## src/spmon_pkg.sv

```systemverilog
// package for the signal peak monitor: register map, fields, reset values
// assumes an APB slave with 32-bit data, one register per aligned word
package spmon_pkg;

    // ------------------------------------------------------------
    // register indices (byte address is four times the index)
    // ------------------------------------------------------------
    localparam logic [11:0] SPMON_IDX_SYNC_CTRL = 12'h26F;
    localparam logic [11:0] SPMON_IDX_CTRL = 12'h270;
    localparam logic [11:0] SPMON_IDX_PERIOD0 = 12'h271;
    localparam logic [11:0] SPMON_IDX_PERIOD1 = 12'h272;
    localparam logic [11:0] SPMON_IDX_PERIOD2 = 12'h273;
    localparam logic [11:0] SPMON_IDX_RES_CTRL = 12'h274;
    localparam logic [11:0] SPMON_IDX_RESULT0 = 12'h275;
    localparam logic [11:0] SPMON_IDX_RESULT1 = 12'h276;
    localparam logic [11:0] SPMON_IDX_RESULT2 = 12'h277;
    localparam logic [11:0] SPMON_IDX_PCOUNT = 12'h278;

    // ------------------------------------------------------------
    // fields and reset values
    // ------------------------------------------------------------
    localparam int SPMON_BIT_PEAK_EN = 1;
    localparam int SPMON_BIT_UPDATE = 4;
    localparam int SPMON_BIT_RES_SEL = 0;
    localparam logic [7:0] SPMON_RST_SYNC = 8'h00;
    localparam logic [7:0] SPMON_RST_CTRL = 8'h00;
    localparam logic [7:0] SPMON_RST_PERIOD0 = 8'h80;
    localparam logic [7:0] SPMON_RST_PERIOD1 = 8'h00;
    localparam logic [7:0] SPMON_RST_PERIOD2 = 8'h00;
    localparam logic [7:0] SPMON_RST_RES_CTRL = 8'h01;
    localparam int SPMON_SAMPLE_W = 14;
    localparam int SPMON_PEAK_W = 13;
    localparam int SPMON_RESULT_W = 20;
    localparam int SPMON_PAD_W = 7;

    // synchronization modes
    typedef enum logic [1:0] {
        SPMON_SYNC_OFF = 2'b00,
        SPMON_SYNC_CONT = 2'b01,
        SPMON_SYNC_RSVD = 2'b10,
        SPMON_SYNC_ONCE = 2'b11
    } spmon_sync_mode_t;

    // one sample from the converter path
    typedef struct packed {
        logic valid;
        logic signed [13:0] data;
    } spmon_sample_t;

    // apb request bundle
    typedef struct packed {
        logic psel;
        logic penable;
        logic pwrite;
        logic [31:0] paddr;
        logic [31:0] pwdata;
    } spmon_apb_req_t;

endpackage : spmon_pkg

```

## src/spmon_sync2.sv

```systemverilog
// two-flop synchroniser for a level from outside the pclk domain
// assumes pclk free-running
`timescale 1ns/100ps
module spmon_sync2
(
    // clock and reset
    input wire logic pclk,
    input wire logic presetn,
    // level in and out
    input wire logic async_i,
    output logic sync_o
);
    logic meta_q;

    // first flop only feeds the second
    always_ff @(posedge pclk or negedge presetn)
    begin
        if (!presetn)
        begin
            meta_q <= 1'b0;
            sync_o <= 1'b0;
        end
        else
        begin
            meta_q <= async_i;
            sync_o <= meta_q;
        end
    end
endmodule : spmon_sync2

```

## src/spmon_peak_core.sv

```systemverilog
// peak hold and period counter of the signal peak monitor
// assumes samples arrive on pclk with a valid strobe (decimated clock)
`timescale 1ns/100ps
module spmon_peak_core
(
    // clock and reset
    input wire logic pclk,
    input wire logic presetn,
    // control
    input wire logic enable,
    input wire logic restart,
    input wire logic [23:0] period,
    input wire spmon_pkg::spmon_sample_t sample,
    // state
    output logic [12:0] peak_q,
    output logic [23:0] count_q
);
    import spmon_pkg::*;

    logic [13:0] mag;
    logic [12:0] mag_sat;
    logic expire;

    // absolute value, saturating the most negative code
    always_comb
    begin
        mag = sample.data[13] ? 14'(-sample.data) : 14'(sample.data);
        mag_sat = mag[13] ? 13'h1FFF : mag[12:0];
    end

    assign expire = sample.valid && (count_q + 24'h000001 >= period);

    // period counter in decimated output cycles
    always_ff @(posedge pclk or negedge presetn)
    begin
        if (!presetn)
            count_q <= 24'h000000;
        else if (!enable || restart || expire)
            count_q <= 24'h000000;
        else if (sample.valid)
            count_q <= count_q + 24'h000001;
    end

    // largest magnitude within the current period
    always_ff @(posedge pclk or negedge presetn)
    begin
        if (!presetn)
            peak_q <= 13'h0000;
        else if (!enable)
            peak_q <= 13'h0000;
        else if (restart || expire)
            peak_q <= sample.valid ? mag_sat : 13'h0000;
        else if (sample.valid && mag_sat > peak_q)
            peak_q <= mag_sat;
    end

    a_peak_disabled: assert property (@(posedge pclk) disable iff (!presetn)
        !enable |=> peak_q == 13'h0000) else $error("peak not cleared while off");
    a_peak_grows: assert property (@(posedge pclk) disable iff (!presetn)
        enable && !restart && !expire && sample.valid && mag_sat > peak_q
        |=> peak_q == $past(mag_sat)) else $error("peak missed a larger sample");
endmodule : spmon_peak_core

```

## src/spmon_top.sv

```systemverilog
// apb register block and control of the signal peak monitor
// assumes apb master on pclk, sample stream on pclk, sync pin asynchronous
`timescale 1ns/100ps

module spmon_top
(
    // clock and reset
    input wire logic pclk,
    input wire logic presetn,
    // apb slave
    input wire logic psel,
    input wire logic penable,
    input wire logic pwrite,
    input wire logic [31:0] paddr,
    input wire logic [31:0] pwdata,
    input wire logic [3:0] pstrb,
    output logic [31:0] prdata,
    output logic pready,
    output logic pslverr,
    // converter samples and external sync
    input wire spmon_pkg::spmon_sample_t sample,
    input wire logic sync_pin
);
    import spmon_pkg::*;

    // ------------------------------------------------------------
    // declarations
    // ------------------------------------------------------------
    spmon_apb_req_t req;
    logic [7:0] sync_ctrl_q;
    logic [7:0] ctrl_q;
    logic [7:0] period0_q;
    logic [7:0] period1_q;
    logic [7:0] period2_q;
    logic res_sel_q;
    logic update_q;
    logic [19:0] result_q;
    logic [7:0] pcount_q;
    logic [12:0] peak;
    logic [23:0] count;
    logic sync_s;
    logic sync_prev_q;
    logic sync_edge;
    logic once_done_q;
    logic restart;
    logic [11:0] idx;
    logic mapped;
    logic wr;
    logic [7:0] rdata_d;
    logic rd_setup;
    spmon_sync_mode_t mode;

    assign req = '{psel: psel, penable: penable, pwrite: pwrite, paddr: paddr,
        pwdata: pwdata};
    assign idx = req.paddr[13:2];
    assign mode = spmon_sync_mode_t'(sync_ctrl_q[1:0]);

    // ------------------------------------------------------------
    // apb handshake: zero wait states
    // ------------------------------------------------------------
    assign pready = 1'b1;
    assign wr = req.psel && req.penable && req.pwrite && pstrb[0];

    // decode of mapped words
    always_comb
    begin
        mapped = (idx >= SPMON_IDX_SYNC_CTRL) && (idx <= SPMON_IDX_PCOUNT)
            && (req.paddr[1:0] == 2'b00) && (req.paddr[31:14] == 18'h00000);
    end

    assign pslverr = req.psel && req.penable && !mapped;

    // ------------------------------------------------------------
    // external sync
    // ------------------------------------------------------------
    spmon_sync2 u_sync
    (
        .pclk(pclk),
        .presetn(presetn),
        .async_i(sync_pin),
        .sync_o(sync_s)
    );

    // rising edge of the synchronised sync level
    always_ff @(posedge pclk or negedge presetn)
    begin
        if (!presetn)
            sync_prev_q <= 1'b0;
        else
            sync_prev_q <= sync_s;
    end

    assign sync_edge = sync_s && !sync_prev_q;

    // mode decides which sync events restart the monitor
    always_comb
    begin
        case (mode)
            SPMON_SYNC_CONT: restart = sync_edge;
            SPMON_SYNC_ONCE: restart = sync_edge && !once_done_q;
            SPMON_SYNC_OFF: restart = 1'b0;
            default: restart = 1'b0;
        endcase
    end

    // one-shot arming, rearmed by leaving one-shot mode
    always_ff @(posedge pclk or negedge presetn)
    begin
        if (!presetn)
            once_done_q <= 1'b0;
        else if (mode != SPMON_SYNC_ONCE)
            once_done_q <= 1'b0;
        else if (sync_edge)
            once_done_q <= 1'b1;
    end

    // ------------------------------------------------------------
    // configuration registers
    // ------------------------------------------------------------
    // sync control
    always_ff @(posedge pclk or negedge presetn)
    begin
        if (!presetn)
            sync_ctrl_q <= SPMON_RST_SYNC;
        else if (wr && idx == SPMON_IDX_SYNC_CTRL)
            sync_ctrl_q <= {6'h00, req.pwdata[1:0]};
    end

    // monitor control, only the enable bit is kept
    always_ff @(posedge pclk or negedge presetn)
    begin
        if (!presetn)
            ctrl_q <= SPMON_RST_CTRL;
        else if (wr && idx == SPMON_IDX_CTRL)
            ctrl_q <= {6'h00, req.pwdata[SPMON_BIT_PEAK_EN], 1'b0};
    end

    // period bytes
    always_ff @(posedge pclk or negedge presetn)
    begin
        if (!presetn)
        begin
            period0_q <= SPMON_RST_PERIOD0;
            period1_q <= SPMON_RST_PERIOD1;
            period2_q <= SPMON_RST_PERIOD2;
        end
        else if (wr)
        begin
            if (idx == SPMON_IDX_PERIOD0)
                period0_q <= req.pwdata[7:0];
            if (idx == SPMON_IDX_PERIOD1)
                period1_q <= req.pwdata[7:0];
            if (idx == SPMON_IDX_PERIOD2)
                period2_q <= req.pwdata[7:0];
        end
    end

    // result selection bit
    always_ff @(posedge pclk or negedge presetn)
    begin
        if (!presetn)
            res_sel_q <= SPMON_RST_RES_CTRL[SPMON_BIT_RES_SEL];
        else if (wr && idx == SPMON_IDX_RES_CTRL)
            res_sel_q <= req.pwdata[SPMON_BIT_RES_SEL];
    end

    // update request, cleared by hardware one cycle after the write
    always_ff @(posedge pclk or negedge presetn)
    begin
        if (!presetn)
            update_q <= 1'b0;
        else if (wr && idx == SPMON_IDX_RES_CTRL)
            update_q <= req.pwdata[SPMON_BIT_UPDATE];
        else
            update_q <= 1'b0;
    end

    // ------------------------------------------------------------
    // peak detector
    // ------------------------------------------------------------
    spmon_peak_core u_core
    (
        .pclk(pclk),
        .presetn(presetn),
        .enable(ctrl_q[SPMON_BIT_PEAK_EN]),
        .restart(restart),
        .period({period2_q, period1_q, period0_q}),
        .sample(sample),
        .peak_q(peak),
        .count_q(count)
    );

    // ------------------------------------------------------------
    // result snapshot
    // ------------------------------------------------------------
    // read-only results change only on an update request
    always_ff @(posedge pclk or negedge presetn)
    begin
        if (!presetn)
        begin
            result_q <= 20'h00000;
            pcount_q <= 8'h00;
        end
        else if (update_q)
        begin
            if (res_sel_q)
                result_q <= {peak, {SPMON_PAD_W{1'b0}}};
            else
                result_q <= 20'h00000;
            pcount_q <= count[7:0];
        end
    end

    // ------------------------------------------------------------
    // read path
    // ------------------------------------------------------------
    // read mux, writes to result words have no effect
    always_comb
    begin
        case (idx)
            SPMON_IDX_SYNC_CTRL: rdata_d = sync_ctrl_q;
            SPMON_IDX_CTRL: rdata_d = ctrl_q;
            SPMON_IDX_PERIOD0: rdata_d = period0_q;
            SPMON_IDX_PERIOD1: rdata_d = period1_q;
            SPMON_IDX_PERIOD2: rdata_d = period2_q;
            SPMON_IDX_RES_CTRL: rdata_d = {3'h0, update_q, 3'h0, res_sel_q};
            SPMON_IDX_RESULT0: rdata_d = result_q[7:0];
            SPMON_IDX_RESULT1: rdata_d = result_q[15:8];
            SPMON_IDX_RESULT2: rdata_d = {4'h0, result_q[19:16]};
            SPMON_IDX_PCOUNT: rdata_d = pcount_q;
            default: rdata_d = 8'h00;
        endcase
    end

    // read setup cycle: the one cycle in which read data is captured
    assign rd_setup = req.psel && !req.penable && !req.pwrite;

    // registered read data, loaded in the setup cycle so it stands in the access cycle
    always_ff @(posedge pclk or negedge presetn)
    begin
        if (!presetn)
            prdata <= 32'h00000000;
        else if (rd_setup)
            prdata <= mapped ? {24'h000000, rdata_d} : 32'h00000000;
    end

    // ------------------------------------------------------------
    // checks
    // ------------------------------------------------------------
    // update strobe and result snapshot
    a_update_selfclear: assert property (@(posedge pclk) disable iff (!presetn)
        update_q |=> !update_q || $past(wr && idx == SPMON_IDX_RES_CTRL))
        else $error("update bit did not clear");
    a_update_visible: assert property (@(posedge pclk) disable iff (!presetn)
        rd_setup && mapped && idx == SPMON_IDX_RES_CTRL
        |=> prdata[SPMON_BIT_UPDATE] == $past(update_q))
        else $error("pending update bit not readable");
    a_result_hold: assert property (@(posedge pclk) disable iff (!presetn)
        !update_q |=> $stable(result_q) && $stable(pcount_q))
        else $error("result changed without update");
    a_result_load: assert property (@(posedge pclk) disable iff (!presetn)
        update_q && res_sel_q |=> result_q == {$past(peak), {SPMON_PAD_W{1'b0}}})
        else $error("snapshot does not match peak");
    a_reserved_zero: assert property (@(posedge pclk) disable iff (!presetn)
        update_q && !res_sel_q |=> result_q == 20'h00000)
        else $error("reserved selection did not report zero");
    a_low_bits_zero: assert property (@(posedge pclk) disable iff (!presetn)
        result_q[6:0] == 7'h00) else $error("result low bits not zero");
    a_pcount_load: assert property (@(posedge pclk) disable iff (!presetn)
        update_q |=> pcount_q == $past(count[7:0]))
        else $error("period count snapshot wrong");

    // result words read back the snapshot, never the live values
    a_result_read: assert property (@(posedge pclk) disable iff (!presetn)
        rd_setup && mapped && idx == SPMON_IDX_RESULT0
        |=> prdata[7:0] == $past(result_q[7:0]))
        else $error("result word does not read the snapshot");
    a_pcount_read: assert property (@(posedge pclk) disable iff (!presetn)
        rd_setup && mapped && idx == SPMON_IDX_PCOUNT
        |=> prdata[7:0] == $past(pcount_q))
        else $error("period count word does not read the snapshot");
    a_result_ro: assert property (@(posedge pclk) disable iff (!presetn)
        wr && idx >= SPMON_IDX_RESULT0 |=> $stable(result_q) || $past(update_q))
        else $error("write changed a result word");

    // synchronization modes
    a_sync_off: assert property (@(posedge pclk) disable iff (!presetn)
        mode == SPMON_SYNC_OFF |-> !restart) else $error("restart while sync off");
    a_sync_cont: assert property (@(posedge pclk) disable iff (!presetn)
        mode == SPMON_SYNC_CONT && sync_edge |-> restart)
        else $error("continuous mode missed a sync event");
    a_sync_once: assert property (@(posedge pclk) disable iff (!presetn)
        restart && mode == SPMON_SYNC_ONCE ##1 mode == SPMON_SYNC_ONCE |-> !restart)
        else $error("one-shot restarted twice in a row");
    a_once_spent: assert property (@(posedge pclk) disable iff (!presetn)
        mode == SPMON_SYNC_ONCE && once_done_q |-> !restart)
        else $error("one-shot mode restarted after its first event");

    // register writes land in the access cycle
    a_enable_write: assert property (@(posedge pclk) disable iff (!presetn)
        wr && idx == SPMON_IDX_CTRL
        |=> ctrl_q[SPMON_BIT_PEAK_EN] == $past(req.pwdata[SPMON_BIT_PEAK_EN]))
        else $error("enable bit not written");
    a_sel_write: assert property (@(posedge pclk) disable iff (!presetn)
        wr && idx == SPMON_IDX_RES_CTRL |=> res_sel_q == $past(req.pwdata[SPMON_BIT_RES_SEL]))
        else $error("select bit not written");
    a_period_write: assert property (@(posedge pclk) disable iff (!presetn)
        wr && idx == SPMON_IDX_PERIOD0 |=> period0_q == $past(req.pwdata[7:0]))
        else $error("period byte not written");
    a_period_upper: assert property (@(posedge pclk) disable iff (!presetn)
        wr && idx == SPMON_IDX_PERIOD2 |=> period2_q == $past(req.pwdata[7:0]))
        else $error("upper period byte not written");
    a_strobe_gate: assert property (@(posedge pclk) disable iff (!presetn)
        req.psel && req.penable && req.pwrite && !pstrb[0]
        |=> $stable(period0_q) && $stable(ctrl_q) && $stable(sync_ctrl_q))
        else $error("write without byte strobe took effect");

    // detector off and period expiry
    a_disabled_count: assert property (@(posedge pclk) disable iff (!presetn)
        !ctrl_q[SPMON_BIT_PEAK_EN] |=> count == 24'h000000 && peak == 13'h0000)
        else $error("detector running while disabled");
    a_period_expire: assert property (@(posedge pclk) disable iff (!presetn)
        ctrl_q[SPMON_BIT_PEAK_EN] && sample.valid
        && (count + 24'h000001 >= {period2_q, period1_q, period0_q}) |=> count == 24'h000000)
        else $error("period counter did not restart on expiry");

    // main scenarios
    c_update: cover property (@(posedge pclk) disable iff (!presetn) update_q && res_sel_q);
    c_sync_cont: cover property (@(posedge pclk) disable iff (!presetn)
        restart && mode == SPMON_SYNC_CONT);
    c_sync_once: cover property (@(posedge pclk) disable iff (!presetn)
        restart && mode == SPMON_SYNC_ONCE);
    c_once_spent: cover property (@(posedge pclk) disable iff (!presetn)
        mode == SPMON_SYNC_ONCE && once_done_q && sync_edge);
    c_bad_addr: cover property (@(posedge pclk) disable iff (!presetn) pslverr);
endmodule : spmon_top

```

## config.mk

```make
export PLATFORM = sky130hd
export DESIGN_NAME = spmon_top
export DESIGN_NICKNAME = d
export VERILOG_FILES = /design/src/spmon_pkg.sv /design/src/spmon_sync2.sv /design/src/spmon_peak_core.sv /design/src/spmon_top.sv
export SDC_FILE = /design/constraint.sdc
export NUM_CORES = 1
export LEC_CHECK = 0
export BUFFER_PORTS_ARGS = -buffer_cell sky130_fd_sc_hd__buf_4
export CAP_MARGIN = 5
export CORE_UTILIZATION = 51
export CTS_CLUSTER_SIZE = 16
export DETAILED_ROUTE_END_ITERATION = 10
export PLACE_DENSITY = 0.85
export SYNTH_ARGS = -nofsm -noshare
export SYNTH_HDL_FRONTEND = slang
export SYNTH_SLANG_ARGS = --single-unit
```

## constraint.sdc

```tcl
create_clock -name pclk -period 3.6 [get_ports pclk]
set_clock_uncertainty 0.15 [all_clocks]
set_input_delay 0.9 -clock pclk [delete_from_list [all_inputs] [get_ports pclk]]
set_output_delay 0.9 -clock pclk [all_outputs]
set_load 0.1 [all_outputs]
```

==> impl_metrics.tcl <==
set metrics [dict create \
    synth_seq_cells 99 \
    crit_fanout 6 \
    dpl.hpwl_um 11500 \
    grt_pass1_wl_um 25300 \
    synthTopCellsByArea "dfrtp_1, ha_1, o21ai_0" \
    nets 954 \
    drive_gt1_share_pct 30.3 \
    ir_drop_mv 0.230 \
    fin_crit_sh_pct 111 \
    crit_path_end_kind "flip-flop" \
    core-area_um2 12000 \
    yosysTopAreaCell "dfrtp_1" \
    ant_nets 0 \
    yosysSeqAreaShare_pct 39.4 \
    area_growth_pct 29.3 \
    post-place-cells 947 \
    first_pass_iters 5 \
    ff2ff_path_depth 16 \
    maxCapViolCount 0 \
    hold_ws_ps 200 \
    setup.worst_path.start_class "input port" \
    finish.utilization_pct 67.8 \
    place.gp.congestion 0.880 \
    slew_headroom_pct 29.8 \
    fin_cells 978 \
    grt_use_met1_pct 32.7 \
    rsz0062_at_grt "yes" \
    chipWidth_um 113 \
    worst_pin_slew_ps 1050 \
    cts_tree "built" \
    drc 0 \
    syn_inst 684 \
    worstSetupPathType "in -> reg" \
    max_freq_ghz 0.249 \
    drtIter0Drc 434 \
    synth_warnings 0 \
    synth_async_sr_flop_share_pct 100 \
    clk_path_buf_depth 2 \
    failed_checks "setup timing" \
    ys.flop_type "dfrtp_1" \
    leakagePower_nw 3.94 \
    netlist_area_um2 6290 \
    die_height_um 113 \
    maxSlewViolCount 0 \
    finalHoldViolations 0 \
    cts_buffers 9 \
    cts_root_buf "clkbuf_16" \
    dpl_cell_area_um2 7480 \
    viasPerCell 5.84 \
    fin_ws_ps -414 \
    grtUsageTotal_pct 25.2 \
    vias 5709 \
    grt_pass1_vias 5312 \
    min_path_cells 0 \
    synthDominantCellAreaShare_pct 38.6 \
    wl_per_cell_um 17.1 \
    start_util_pct 52.4 \
    cts_max_level 3 \
    arrival_ps 4100 \
    final_cell_mix "buf_4, dfrtp_1, nand2_1" \
    grt_max_degree 60 \
    dieArea_um2 12800 \
    num_antenna_cells 0 \
    globalRouteMet3Util_pct 4.23 \
    ys_types 67 \
    drt-total-wl_um 16800 \
    grt-busiest-layer "met2" \
    row_count 40 \
    grt.overflow.total 0 \
    period_needed_ps 4010 \
    cellPowerDensity_nw_per_um2 295 \
    numClockSinks 99 \
    antenna_found_initial 0 \
    io_buffers 70 \
    final_area_um2 8140 \
    clk_latency_ps 360 \
    setup_tns_ps -5310 \
    synth_edf_count 0 \
    worst_ep_required_time_ps 3690 \
    syn_avg_cell_area_um2 9.20 \
    met2_usage_pct 41.7 \
    hp-class "reg -> reg" \
    layout_commonest_cell "buf_4" \
    path_clk_slew_ps 70 \
    io_pins 123 \
    status "finished, violations left" \
    setup_violations 21 \
]
[flip-flops by register name, summed over array words and instances, names as in the netlist]
register / cells
u_sync.meta_q: 1
u_sync.sync_o: 1
period0_q: 8
period1_q: 8
u_core.count_q: 24
result_q: 13
once_done_q: 1
ctrl_q: 1
sync_prev_q: 1
u_core.peak_q: 13
pcount_q: 8
res_sel_q: 1
sync_ctrl_q: 2
prdata: 8
update_q: 1
period2_q: 8
[area by class of cell]
| class | count | area, um2 |
|---|---|---|
| repair buffers | 161 | 1290 |
| fillers | 881 | 3870 |
| well taps | 147 | 184 |
| multi-input cells | 496 | 3670 |
| inverters | 59 | 239 |
| clock buffers | 9 | 225 |
| clock inverters | 7 | 58.8 |
| flip-flops and latches | 99 | 2480 |
[path summary, 6_finish.rpt]
kind | startpoint | to | slack, ps
worst max-delay path | sample[1] | u_core.peak_q[6] | -410
worst min-delay path | u_sync.meta_q | u_sync.sync_o | 200
worst max register to register | u_core.count_q[1] | u_core.peak_q[6] | -250
worst min register to register | u_sync.meta_q | u_sync.sync_o | 200
max in group asynchronous | presetn | pcount_q[4] | 2220
min in group asynchronous | presetn | u_core.count_q[21] | 380
[cells in the mapped netlist, types with 3 or more instances]
cell type	n
nand2_1	76
nor3b_1	9
mux2i_1	6
xnor2_1	17
mux2_2	24
nand3_1	24
a21oi_1	29
clkbuf_1	20
a221oi_1	7
a222oi_1	4
xor2_1	13
buf_2	5
inv_1	59
ha_1	39
and2_1	6
nand4_1	12
and4_1	4
a22o_1	18
o21ai_0	61
nor4_1	10
o311ai_0	6
nor3_1	10
and3_1	4
nor2_1	29
dfrtp_1	97
o22a_1	3
buf_4	26
o21a_1	7
nor2b_1	7
[metrics by stage]
step	setup slack, ps	total power [mW]
floorplan	-450	1.37
global placement	-677	1.48
detailed placement	-795	1.49
CTS	-377	2.41
global route	-536	2.49
finish	-414	2.40
[kinds of logic (layout without fill, tap and decap cells)]
logic type	count (synthesis)	in the layout	synth area share, %
AO/OA/AOI/OAI	157	157	16.7
XOR/XNOR	30	30	4.17
adder cells (fa/ha/maj)	39	39	7.75
buffers and inverters	112	236	8.45
flip-flops	99	99	39.4
multiplexers	31	31	5.61
other	2	25	0.119
AND/OR/NAND/NOR	214	214	17.8
[report_power, final]
part / total (mW) / leakage [nW] / internal, mW / switching [mW]
registers: 1.11 / 1.25 / 1.11 / 0.000774
logic: 0.361 / 2.54 / 0.120 / 0.241
clock network: 0.927 / 0.138 / 0.480 / 0.447
[metal layers]
| layer | vias to the layer above | routed length, um | share of wire (%) |
|---|---|---|---|
| li1 | 2667 | - | - |
| met1 | 2727 | 7040 | 42 |
| met2 | 273 | 8080 | 48 |
| met3 | 42 | 1100 | 6.6 |
| met4 | 0 | 536 | 3.2 |
| met5 | - | 0 | 0 |
[worst max-delay path, cell delays in order]
cell and delay (ps):
buf_12 110, inv_12 40, ha_4 120, or4b_4 510, o41ai_4 320, xor2_1 220, nand2_1 130, ha_4 290
nand4_1 150, o41ai_2 390, a31oi_2 90, a2111oi_4 190, buf_4 190, clkbuf_16 150, mux2_4 300
[repair_timing]
item | in CTS | in global routing
pin swaps | 4 | 16
endpoints found under the setup margin | 20 | 37
cloned | 0 | 2
hold buffers | 0 | 0
setup buffers | 3 | 10
gates resized for setup | 6 | 50
Note: power is estimated with default switching activity, not from simulation.
